## src/design/bpcfg_pkg.sv

```systemverilog
package bpcfg_pkg;
	// ********************************
	// Register map (byte index)
	// ********************************
	localparam logic [3:0] ADDR_EEPROM_PROGRAM_CONTROL = 4'h0;
	localparam logic [3:0] ADDR_SYSTEM_CONFIG = 4'h1;
	localparam logic [3:0] ADDR_OVERVOLTAGE_CONFIG_A = 4'h2;
	localparam logic [3:0] ADDR_OVERVOLTAGE_CONFIG_B = 4'h3;
	localparam logic [3:0] ADDR_UNDERVOLTAGE_CONFIG_A = 4'h4;
	localparam logic [3:0] ADDR_UNDERVOLTAGE_CONFIG_B = 4'h5;
	localparam logic [3:0] ADDR_DISCHARGE_OVERCURRENT_DELAY = 4'h6;
	localparam logic [3:0] ADDR_SHORT_CIRCUIT_DELAY = 4'h7;
	localparam logic [3:0] ADDR_CURRENT_TRIP_LEVELS = 4'h8;
	localparam logic [3:0] ADDR_CHARGE_SHORT_CONFIG = 4'h9;
	localparam logic [3:0] ADDR_BALANCING_CONFIG = 4'hA;
	localparam logic [3:0] ADDR_MODE_STATUS = 4'hB;
	localparam logic [3:0] ADDR_IRQ_STATUS = 4'hC;
	localparam logic [3:0] ADDR_IRQ_MASK = 4'hD;
	localparam logic [3:0] ADDR_COMMAND = 4'hE;
	localparam int NUM_NV_REGS = 10;
	// ********************************
	// Field positions
	// ********************************
	localparam int SYS_CELL_COUNT_MSB = 7;
	localparam int SYS_CELL_COUNT_LSB = 5;
	localparam int SYS_CHARGER_THERMAL_DISABLE = 4;
	localparam int SYS_TEMP_SENSE_ENABLE = 3;
	localparam int SYS_OVERTEMP_RECOVERY_MODE = 2;
	localparam int SYS_RESERVED_ZERO = 1;
	localparam int SYS_OVERCURRENT_RECOVERY_MODE = 0;
	localparam int PROG_VOLTAGE_OK_BIT = 0;
	localparam int CMD_SHUTDOWN_BIT = 0;
	// Writable bit masks per register; others are reserved, read zero
	localparam logic [7:0] MASK_SYSTEM_CONFIG = 8'hFD;
	localparam logic [7:0] MASK_OV_A = 8'h3F;
	localparam logic [7:0] MASK_OV_B = 8'hF7;
	localparam logic [7:0] MASK_UV_A = 8'h8F;
	localparam logic [7:0] MASK_UV_B = 8'hF7;
	localparam logic [7:0] MASK_OVERCURRENT_DELAY = 8'h1F;
	localparam logic [7:0] MASK_SHORT_DELAY = 8'h3F;
	localparam logic [7:0] MASK_FULL = 8'hFF;
	localparam logic [2:0] CELL_CODE_INVALID = 3'h7;
	localparam logic [3:0] CELL_COUNT_MAX = 4'hA;
	localparam logic [7:0] NV_RESET_VALUE = 8'h00;
	// Interrupt bits
	localparam int IRQ_SHUTDOWN = 0;
	localparam int IRQ_WAKE = 1;
	localparam int IRQ_FAULT = 2;
	localparam int IRQ_BAD_CELL_CODE = 3;
	localparam int IRQ_W = 4;
	typedef enum logic [0:0] {
		BPCFG_ACTIVE,
		BPCFG_SHUTDOWN
	} bpcfg_mode_t;
endpackage

```

## src/design/bpcfg_top.sv

```systemverilog
`timescale 1ns/1ns
module bpcfg_top (
	// Clock and reset
	input wire logic clock,
	input wire logic rst,
	// Register port
	input wire logic [3:0] addr,
	input wire logic [7:0] wdata,
	input wire logic wr,
	input wire logic rd,
	output logic [7:0] rdata,
	// Pack conditions from pins, asynchronous
	input wire logic charger_present,
	input wire logic load_present,
	input wire logic pack_cooled,
	input wire logic overtemperature_in,
	input wire logic thermistor_fault_in,
	input wire logic cell_voltage_fault_in,
	input wire logic open_cell_fault_in,
	input wire logic discharge_overcurrent_in,
	input wire logic discharge_short_circuit_in,
	input wire logic shutdown_request_in,
	input wire logic program_voltage_ok,
	// Outputs
	output logic low_dropout_regulator,
	output logic charge_fet_drive,
	output logic discharge_fet_drive,
	output logic temp_sense_active,
	output logic [5:0] overvoltage_trip_code,
	output logic [3:0] pack_cell_count,
	output logic irq
);
	import bpcfg_pkg::*;

	// ********************************
	// Input synchronisers
	// ********************************
	localparam int NSYNC = 11;
	logic [NSYNC-1:0] sync_a_r;
	logic [NSYNC-1:0] sync_b_r;
	wire [NSYNC-1:0] pins = {charger_present, load_present, pack_cooled, overtemperature_in,
		thermistor_fault_in, cell_voltage_fault_in, open_cell_fault_in,
		discharge_overcurrent_in, discharge_short_circuit_in, shutdown_request_in,
		program_voltage_ok};

	always_ff @(posedge clock or posedge rst) begin
		if (rst) begin
			sync_a_r <= '0;
			sync_b_r <= '0;
		end else begin
			sync_a_r <= pins;
			sync_b_r <= sync_a_r;
		end
	end

	// Only the second stage is read, so a metastable first stage never reaches logic
	logic charger_s;
	logic load_s;
	logic cool_s;
	logic hot_s;
	logic th_s;
	logic cv_s;
	logic oc_s;
	logic overcurrent_s;
	logic short_s;
	logic sdreq_s;
	logic pvok_s;
	assign {charger_s, load_s, cool_s, hot_s, th_s, cv_s, oc_s, overcurrent_s, short_s, sdreq_s,
		pvok_s} = sync_b_r;

	// ********************************
	// Configuration storage
	// ********************************
	// Index 0 of the array is system config; the access register sits apart.
	logic [7:0] nv_r [NUM_NV_REGS];
	logic [7:0] irq_status_r;
	logic [7:0] irq_mask_r;
	logic shutdown_cmd_r;

	function automatic logic [7:0] nv_mask(input int idx);
		case (idx)
			0: nv_mask = MASK_SYSTEM_CONFIG;
			1: nv_mask = MASK_OV_A;
			2: nv_mask = MASK_OV_B;
			3: nv_mask = MASK_UV_A;
			4: nv_mask = MASK_UV_B;
			5: nv_mask = MASK_OVERCURRENT_DELAY;
			6: nv_mask = MASK_SHORT_DELAY;
			default: nv_mask = MASK_FULL;
		endcase
	endfunction

	function automatic logic is_nv(input logic [3:0] a);
		is_nv = (a >= ADDR_SYSTEM_CONFIG) && (a <= ADDR_BALANCING_CONFIG);
	endfunction

	// A refused code still takes the other bits, so recovery settings are not lost
	wire bad_cell_wr = wr && (addr == ADDR_SYSTEM_CONFIG) &&
		(wdata[SYS_CELL_COUNT_MSB:SYS_CELL_COUNT_LSB] == CELL_CODE_INVALID);

	// Storage is not touched by mode changes, so settings persist.
	genvar gi;
	generate
		for (gi = 0; gi < NUM_NV_REGS; gi++) begin : g_nv
			always_ff @(posedge clock or posedge rst) begin
				if (rst) begin
					nv_r[gi] <= NV_RESET_VALUE;
				end else if (wr && is_nv(addr) && (addr == 4'(gi + 1))) begin
					if (gi == 0) begin
						// Invalid cell code keeps the old field
						nv_r[gi] <= (bad_cell_wr ?
							{nv_r[gi][7:5], wdata[4:0]} : wdata) & nv_mask(gi);
					end else begin
						nv_r[gi] <= wdata & nv_mask(gi);
					end
				end
			end
		end
	endgenerate

	wire [7:0] system_config = nv_r[0];
	wire charger_thermal_disable = system_config[SYS_CHARGER_THERMAL_DISABLE];
	wire temp_en = system_config[SYS_TEMP_SENSE_ENABLE];
	wire overtemp_recovery_mode = system_config[SYS_OVERTEMP_RECOVERY_MODE];
	wire oc_rec_mode = system_config[SYS_OVERCURRENT_RECOVERY_MODE];

	// ********************************
	// Power mode
	// ********************************
	bpcfg_mode_t mode_r;
	logic th_latch_r;
	logic oc_latch_r;
	wire active = (mode_r == BPCFG_ACTIVE);

	always_ff @(posedge clock or posedge rst) begin
		if (rst) begin
			mode_r <= BPCFG_ACTIVE;
		end else begin
			case (mode_r)
				BPCFG_ACTIVE:
					if (sdreq_s || shutdown_cmd_r) begin
						mode_r <= BPCFG_SHUTDOWN;
					end
				// Nothing but the charger pin is watched in shutdown
				BPCFG_SHUTDOWN:
					if (charger_s) begin
						mode_r <= BPCFG_ACTIVE;
					end
				default: mode_r <= BPCFG_ACTIVE;
			endcase
		end
	end

	always_ff @(posedge clock or posedge rst) begin
		if (rst) begin
			shutdown_cmd_r <= 1'b0;
		end else begin
			shutdown_cmd_r <= wr && (addr == ADDR_COMMAND) && wdata[CMD_SHUTDOWN_BIT];
		end
	end

	// ********************************
	// Fault latches and recovery
	// ********************************
	// Thermal fault only seen while sensing is on and the pack is active.
	wire charger_clears = charger_thermal_disable && charger_s;
	wire th_seen = active && temp_en && (hot_s || th_s) && !charger_clears;
	// Charger clears first, ahead of the cool/load rule.
	wire th_recover = charger_clears || !temp_en ||
		(cool_s && !hot_s && !th_s && (!overtemp_recovery_mode || !load_s));

	always_ff @(posedge clock or posedge rst) begin
		if (rst) begin
			th_latch_r <= 1'b0;
		end else if (th_seen) begin
			th_latch_r <= 1'b1;
		end else if (th_recover) begin
			th_latch_r <= 1'b0;
		end
	end

	// Latched so a short pulse still holds the FETs off until the recovery condition
	wire oc_seen = active && (overcurrent_s || short_s);
	wire oc_recover = !overcurrent_s && !short_s && !load_s &&
		(!oc_rec_mode || charger_s);

	always_ff @(posedge clock or posedge rst) begin
		if (rst) begin
			oc_latch_r <= 1'b0;
		end else if (oc_seen) begin
			oc_latch_r <= 1'b1;
		end else if (oc_recover) begin
			oc_latch_r <= 1'b0;
		end
	end

	// Faults hold the FETs off but never leave active mode by themselves.
	wire any_fault = th_latch_r || oc_latch_r || cv_s || oc_s;

	// ********************************
	// Outputs
	// ********************************
	// Regulator on through reset, so the pack logic keeps power while it starts
	always_ff @(posedge clock or posedge rst) begin
		if (rst) begin
			low_dropout_regulator <= 1'b1;
		end else begin
			low_dropout_regulator <= active;
		end
	end

	// Both drives off through reset until the fault latches are known
	always_ff @(posedge clock or posedge rst) begin
		if (rst) begin
			charge_fet_drive <= 1'b0;
			discharge_fet_drive <= 1'b0;
		end else begin
			charge_fet_drive <= active && !any_fault;
			discharge_fet_drive <= active && !any_fault;
		end
	end

	always_ff @(posedge clock or posedge rst) begin
		if (rst) begin
			temp_sense_active <= 1'b0;
		end else begin
			temp_sense_active <= active && temp_en;
		end
	end

	always_ff @(posedge clock or posedge rst) begin
		if (rst) begin
			overvoltage_trip_code <= '0;
		end else begin
			overvoltage_trip_code <= nv_r[1][5:0];
		end
	end

	// Code n gives ten minus n cells
	always_ff @(posedge clock or posedge rst) begin
		if (rst) begin
			pack_cell_count <= '0;
		end else begin
			pack_cell_count <= CELL_COUNT_MAX -
				{1'b0, system_config[SYS_CELL_COUNT_MSB:SYS_CELL_COUNT_LSB]};
		end
	end

	// ********************************
	// Interrupts
	// ********************************
	logic mode_d_r;
	logic fault_d_r;
	// Idle level after reset matches active mode, so no false shutdown edge
	always_ff @(posedge clock or posedge rst) begin
		if (rst) begin
			mode_d_r <= 1'b0;
		end else begin
			mode_d_r <= !active;
		end
	end

	always_ff @(posedge clock or posedge rst) begin
		if (rst) begin
			fault_d_r <= 1'b0;
		end else begin
			fault_d_r <= any_fault;
		end
	end

	logic [IRQ_W-1:0] irq_event;
	always_comb begin
		irq_event = '0;
		irq_event[IRQ_SHUTDOWN] = !active && !mode_d_r;
		irq_event[IRQ_WAKE] = active && mode_d_r;
		irq_event[IRQ_FAULT] = any_fault && !fault_d_r;
		irq_event[IRQ_BAD_CELL_CODE] = bad_cell_wr;
	end

	wire [7:0] w1c = (wr && addr == ADDR_IRQ_STATUS) ? wdata : 8'h00;

	// Set wins over a clear in the same cycle.
	always_ff @(posedge clock or posedge rst) begin
		if (rst) begin
			irq_status_r <= 8'h00;
		end else begin
			irq_status_r <= (irq_status_r & ~w1c) | {{(8-IRQ_W){1'b0}}, irq_event};
		end
	end

	always_ff @(posedge clock or posedge rst) begin
		if (rst) begin
			irq_mask_r <= 8'h00;
		end else if (wr && addr == ADDR_IRQ_MASK) begin
			irq_mask_r <= wdata & {{(8-IRQ_W){1'b0}}, {IRQ_W{1'b1}}};
		end
	end

	always_ff @(posedge clock or posedge rst) begin
		if (rst) begin
			irq <= 1'b0;
		end else begin
			irq <= |(irq_status_r & irq_mask_r);
		end
	end

	// ********************************
	// Read port
	// ********************************
	// Mode status, read only: overcurrent latch, thermal latch, shutdown
	wire [7:0] mode_status = {5'h00, oc_latch_r, th_latch_r, !active};

	always_ff @(posedge clock or posedge rst) begin
		if (rst) begin
			rdata <= 8'h00;
		end else if (rd) begin
			if (addr == ADDR_EEPROM_PROGRAM_CONTROL) begin
				rdata <= {7'h00, pvok_s};
			end else if (is_nv(addr)) begin
				rdata <= nv_r[addr - 4'h1];
			end else if (addr == ADDR_MODE_STATUS) begin
				rdata <= mode_status;
			end else if (addr == ADDR_IRQ_STATUS) begin
				rdata <= irq_status_r;
			end else if (addr == ADDR_IRQ_MASK) begin
				rdata <= irq_mask_r;
			end else begin
				rdata <= 8'h00;
			end
		end else begin
			rdata <= 8'h00;
		end
	end
endmodule

```

## config.mk

```make
export PLATFORM = sky130hd
export DESIGN_NAME = bpcfg_top
export DESIGN_NICKNAME = d
export VERILOG_FILES = /design/src/design/bpcfg_pkg.sv /design/src/design/bpcfg_top.sv
export SDC_FILE = /design/constraint.sdc
export NUM_CORES = 1
export LEC_CHECK = 0
export ABC_AREA = 0
export ABC_CLOCK_PERIOD_IN_PS = 4700
export BUFFER_PORTS_ARGS = -buffer_cell sky130_fd_sc_hd__buf_2
export CAP_MARGIN = 5
export CORE_MARGIN = 8
export CORE_UTILIZATION = 40
export CTS_CLUSTER_SIZE = 12
export DETAILED_ROUTE_END_ITERATION = 7
export GPL_TIMING_DRIVEN = 0
export PLACE_DENSITY = 0.53
export SETUP_SLACK_MARGIN = 0.02
export SYNTH_ARGS = -nofsm -noshare
export SYNTH_HDL_FRONTEND = slang
export SYNTH_SLANG_ARGS = --single-unit
```

## constraint.sdc

```tcl
create_clock -name clock -period 4.7 [get_ports clock]
set_input_delay 0.47 -clock clock [delete_from_list [all_inputs] [get_ports clock]]
set_output_delay 0.47 -clock clock [all_outputs]
set_load 0.02 [all_outputs]
```

==> results.sh <==
export IMPL_numClockSinks=129
export IMPL_drt_wirelength_per_cell_um=19.8
export IMPL_fraction_of_the_yosys_area_taken_by_sequential_cells=0.591
export IMPL_layout_drive_gt1_share=0.299
export IMPL_p_switching_mw=0.817
export IMPL_cts_buffer_count=17
export IMPL_status="complete, no violations"
export IMPL_sequentialPowerShare=0.415
export IMPL_critPathLaunchType="input pin"
export IMPL_grt_pass1_vias=3876
export IMPL_crit_arrival_ns=2.88
export IMPL_antenna_cells=0
export IMPL_dr_first_iter_drc_count=263
export IMPL_synth_cell_types=62
export IMPL_sw_frac_of_total=0.241
export IMPL_fin_nets=495
export IMPL_initial_antenna_violation_count=1
export IMPL_timing_final_setup_violations=0
export IMPL_synth_top_area_share=0.586
export IMPL_drc=0
export IMPL_core_rowCount=42
export IMPL_core_mm2=0.0133
export IMPL_dp_hpwl_mm=8.98
export IMPL_combPwrFrac=0.136
export IMPL_netlist_area_mm2=0.00547
export IMPL_p_per_area_mw_per_mm2=511
export IMPL_grt_start_max_net_pins=75
export IMPL_cts_reportedPaths_clkPinSlew_ns=0.06
export IMPL_total_power_mw=3.39
export IMPL_grt_first_pass_wirelength_mm=21.1
export IMPL_finalClockSkew_ns=0.00775
export IMPL_synthToLayoutAreaGrowth_pct=21.3
export IMPL_grtUsageTotal=0.157
export IMPL_cts_repair_resize_count=0
export IMPL_route_antenna_remaining_nets=0
export IMPL_synth_enable_flop_cells=0
export IMPL_clock_root_buffer="sky130_fd_sc_hd__clkbuf_16"
export IMPL_yosys_most_used_dff="sky130_fd_sc_hd__dfrtp_1"
export IMPL_num_vias=3438
export IMPL_floorplan_die_height_um=133
export IMPL_final_max_slew_viol_count=0
export IMPL_share_of_the_cycle_needed_by_the_critical_path_after_routing=0.550
export IMPL_synth_largest_area_cell="sky130_fd_sc_hd__dfrtp_1"
export IMPL_syn_avg_cell_area_um2=13.8
export IMPL_max_rail_drop_vdd_mv=0.291
export IMPL_post_synth_top_count_cell="sky130_fd_sc_hd__dfrtp_1"
export IMPL_timing_critical_path_fanout_max=10
export IMPL_numPortBuffers=45
export IMPL_grt_setup_unrepaired="no"
export IMPL_post_route_minimum_period_ns=2.59
export IMPL_timing_worst_slew_pin_value_ns=0.646
export IMPL_io_pins=50
export IMPL_clock_insertion_delay_worst_skew_ns=0.42
export IMPL_ys_ff_latch=129
export IMPL_ys_top_cells_by_count="128 x sky130_fd_sc_hd__dfrtp_1, 42 x sky130_fd_sc_hd__mux2_1, 35 x sky130_fd_sc_hd__mux2_2"
export IMPL_critical_path_endpoint_type="flip-flop"
export IMPL_hold_path_class="input pin to async pin"
export IMPL_cts_tree="done"
export IMPL_timing_setup_tns_ns=0
export IMPL_maxClockFrequency_mhz=387
export IMPL_fillers=1176
export IMPL_cts_hold_fix_buffers=0
export IMPL_hold_violations=0
export IMPL_synth_async_sr_flop_share=1.00
export IMPL_max_slew_margin=0.568
export IMPL_kind_of_critical_path="input pin to flip-flop"
export IMPL_final_core_utilization=0.499
export IMPL_crit_required_ns=4.99
export IMPL_ys_warn_count=0
export IMPL_synthCells=397
export IMPL_max_cap_viol_count=0
export IMPL_gpl_final_weighted_congestion=0.836
export IMPL_remaining_global_route_overflow=0
export IMPL_vias_per_cell=5.28
export IMPL_cts_htree_levels=4
export IMPL_floorplan_initialDensity=0.411
export IMPL_power_leakage_nw=3.03
export IMPL_cts_setup_buffers=0
export IMPL_p_clk_frac=0.449
export IMPL_drt_pass1_iter_count=4
export IMPL_power_internal_mw=2.58
export IMPL_synthesis_nets=430
export IMPL_netlist_top_cells_area="sky130_fd_sc_hd__dfrtp_1 59%, sky130_fd_sc_hd__mux2_1 8.6%, sky130_fd_sc_hd__mux2_2 7.2%, sky130_fd_sc_hd__mux4_2 2.1%, sky130_fd_sc_hd__mux2i_1 1.5%"
export IMPL_routed_wl_mm=12.9
export IMPL_fp_dieArea_mm2=0.0177
export IMPL_die_width_um=133
export IMPL_clock_path_buffers=2
==> path summary, 6_finish.rpt <==
path	from	end	slack (ns)	cells past startpoint
max	addr[0]	rdata[3]$_DFF_PP0_	2.11	10
min	rst	overvoltage_trip_code[2]$_DFF_PP0_	0.09	2
max reg2reg	nv_r[45]$_DFFE_PP0P_	rdata[5]$_DFF_PP0_	3.10	5
min reg2reg	sync_a_r[0]$_DFF_PP0_	sync_b_r[0]$_DFF_PP0_	0.34	0
max in group asynchronous	rst	irq_status_r[4]$_DFF_PP0_	3.88	3
min in group clock	thermistor_fault_in	sync_a_r[6]$_DFF_PP0_	0.15	1
==> logic make-up (layout without fill, tap and decap cells) <==
| group | Yosys count | after routing | share of synthesized area |
|---|---|---|---|
| compound gates | 60 | 60 | 0.0826 |
| xor+xnor | 5 | 5 | 0.0114 |
| fa+ha+maj | 6 | 6 | 0.0137 |
| buf+inv | 35 | 113 | 0.0316 |
| flops | 129 | 129 | 0.591 |
| mux | 91 | 91 | 0.199 |
| simple gates | 71 | 71 | 0.0714 |
==> worst max-delay path, cell delays in order <==
cell                       delay (ns)
sky130_fd_sc_hd__buf_2           0.17
sky130_fd_sc_hd__buf_4           0.24
sky130_fd_sc_hd__inv_1           0.16
sky130_fd_sc_hd__ha_1            0.24
sky130_fd_sc_hd__buf_6           0.14
sky130_fd_sc_hd__xnor2_1         0.41
sky130_fd_sc_hd__mux4_1          0.67
sky130_fd_sc_hd__o211ai_2        0.16
sky130_fd_sc_hd__a31o_1          0.14
sky130_fd_sc_hd__a21oi_1         0.08
==> layer usage <==
layer  wire, um  part of all wire  vias to the layer above  global-route usage
met5          8           0.00062                        -                   0
met4        248             0.019                        2              0.0700
met3        685             0.053                       21              0.0496
met2       6340              0.49                       81               0.258
met1       5620              0.44                     1751               0.185
li1           -                 -                     1583                   -
==> through the flow <==
step	worst slack (ns)	area (um^2)	cells	hold slack [ns]
floorplan	0.791	5470	397	0.331
global placement	-0.613	5910	618	0.331
detailed placement	1.60	5950	619	0.335
CTS	2.05	6630	651	0.112
global route	1.95	6630	651	0.134
finish	2.11	6630	651	0.0890
==> state kept, by name (all words and copies together) (netlist names), 4 cells and up <==
| signal | cells |
|---|---|
| rdata | 8 |
| system_config | 7 |
| sync_a_r | 11 |
| irq_mask_r | 4 |
| pack_cell_count | 4 |
| nv_r | 60 |
| irq_status_r | 8 |
| sync_b_r | 11 |
| overvoltage_trip_code | 6 |
==> area by class of cell <==
type	count	area, um^2	area share
Sequential cell	129	3230	0.487
Multi-Input combinational cell	233	2070	0.311
Clock buffer	23	488	0.0736
Timing Repair Buffer	46	253	0.0381
Tap cell	176	220	0.0332
Clock inverter	9	200	0.0302
Buffer	27	143	0.0215
Inverter	8	35.0	0.00528
==> cell usage in the layout (no fill, tap or decap), types with 3 or more instances in the layout <==
cell type                     n
sky130_fd_sc_hd__mux2_2      35
sky130_fd_sc_hd__nand3_1     15
sky130_fd_sc_hd__mux2_1      42
sky130_fd_sc_hd__nand2_1     19
sky130_fd_sc_hd__clkbuf_8     4
sky130_fd_sc_hd__buf_2       56
sky130_fd_sc_hd__inv_1        6
sky130_fd_sc_hd__o21ai_0      6
sky130_fd_sc_hd__o2bb2ai_1    3
sky130_fd_sc_hd__ha_1         6
sky130_fd_sc_hd__mux2i_1      8
sky130_fd_sc_hd__bufinv_16    6
sky130_fd_sc_hd__mux4_2       5
sky130_fd_sc_hd__a22o_1       4
sky130_fd_sc_hd__a32oi_1      3
sky130_fd_sc_hd__a21oi_1      9
sky130_fd_sc_hd__and4_1       4
sky130_fd_sc_hd__a31oi_1      3
sky130_fd_sc_hd__a21boi_0     4
sky130_fd_sc_hd__a22oi_1      5
sky130_fd_sc_hd__buf_4        3
sky130_fd_sc_hd__nand4_1      3
sky130_fd_sc_hd__clkbuf_16   17
sky130_fd_sc_hd__clkbuf_1     9
sky130_fd_sc_hd__nor3_1       3
sky130_fd_sc_hd__nor2b_1      3
sky130_fd_sc_hd__buf_1        3
sky130_fd_sc_hd__dfrtp_1    128
sky130_fd_sc_hd__o22a_1       5
sky130_fd_sc_hd__nor2_1       8
==> power groups by stage <==
stage               Sequential, mW  Clock, mW  Combinational [mW]
global placement              1.42          0               0.461
global route                  1.43       1.60               0.512
finish                        1.41       1.52               0.462
detailed placement            1.42          0               0.472
CTS                           1.41       1.55               0.473
floorplan                     1.44          0               0.294
(Power assumes the default switching activity.)
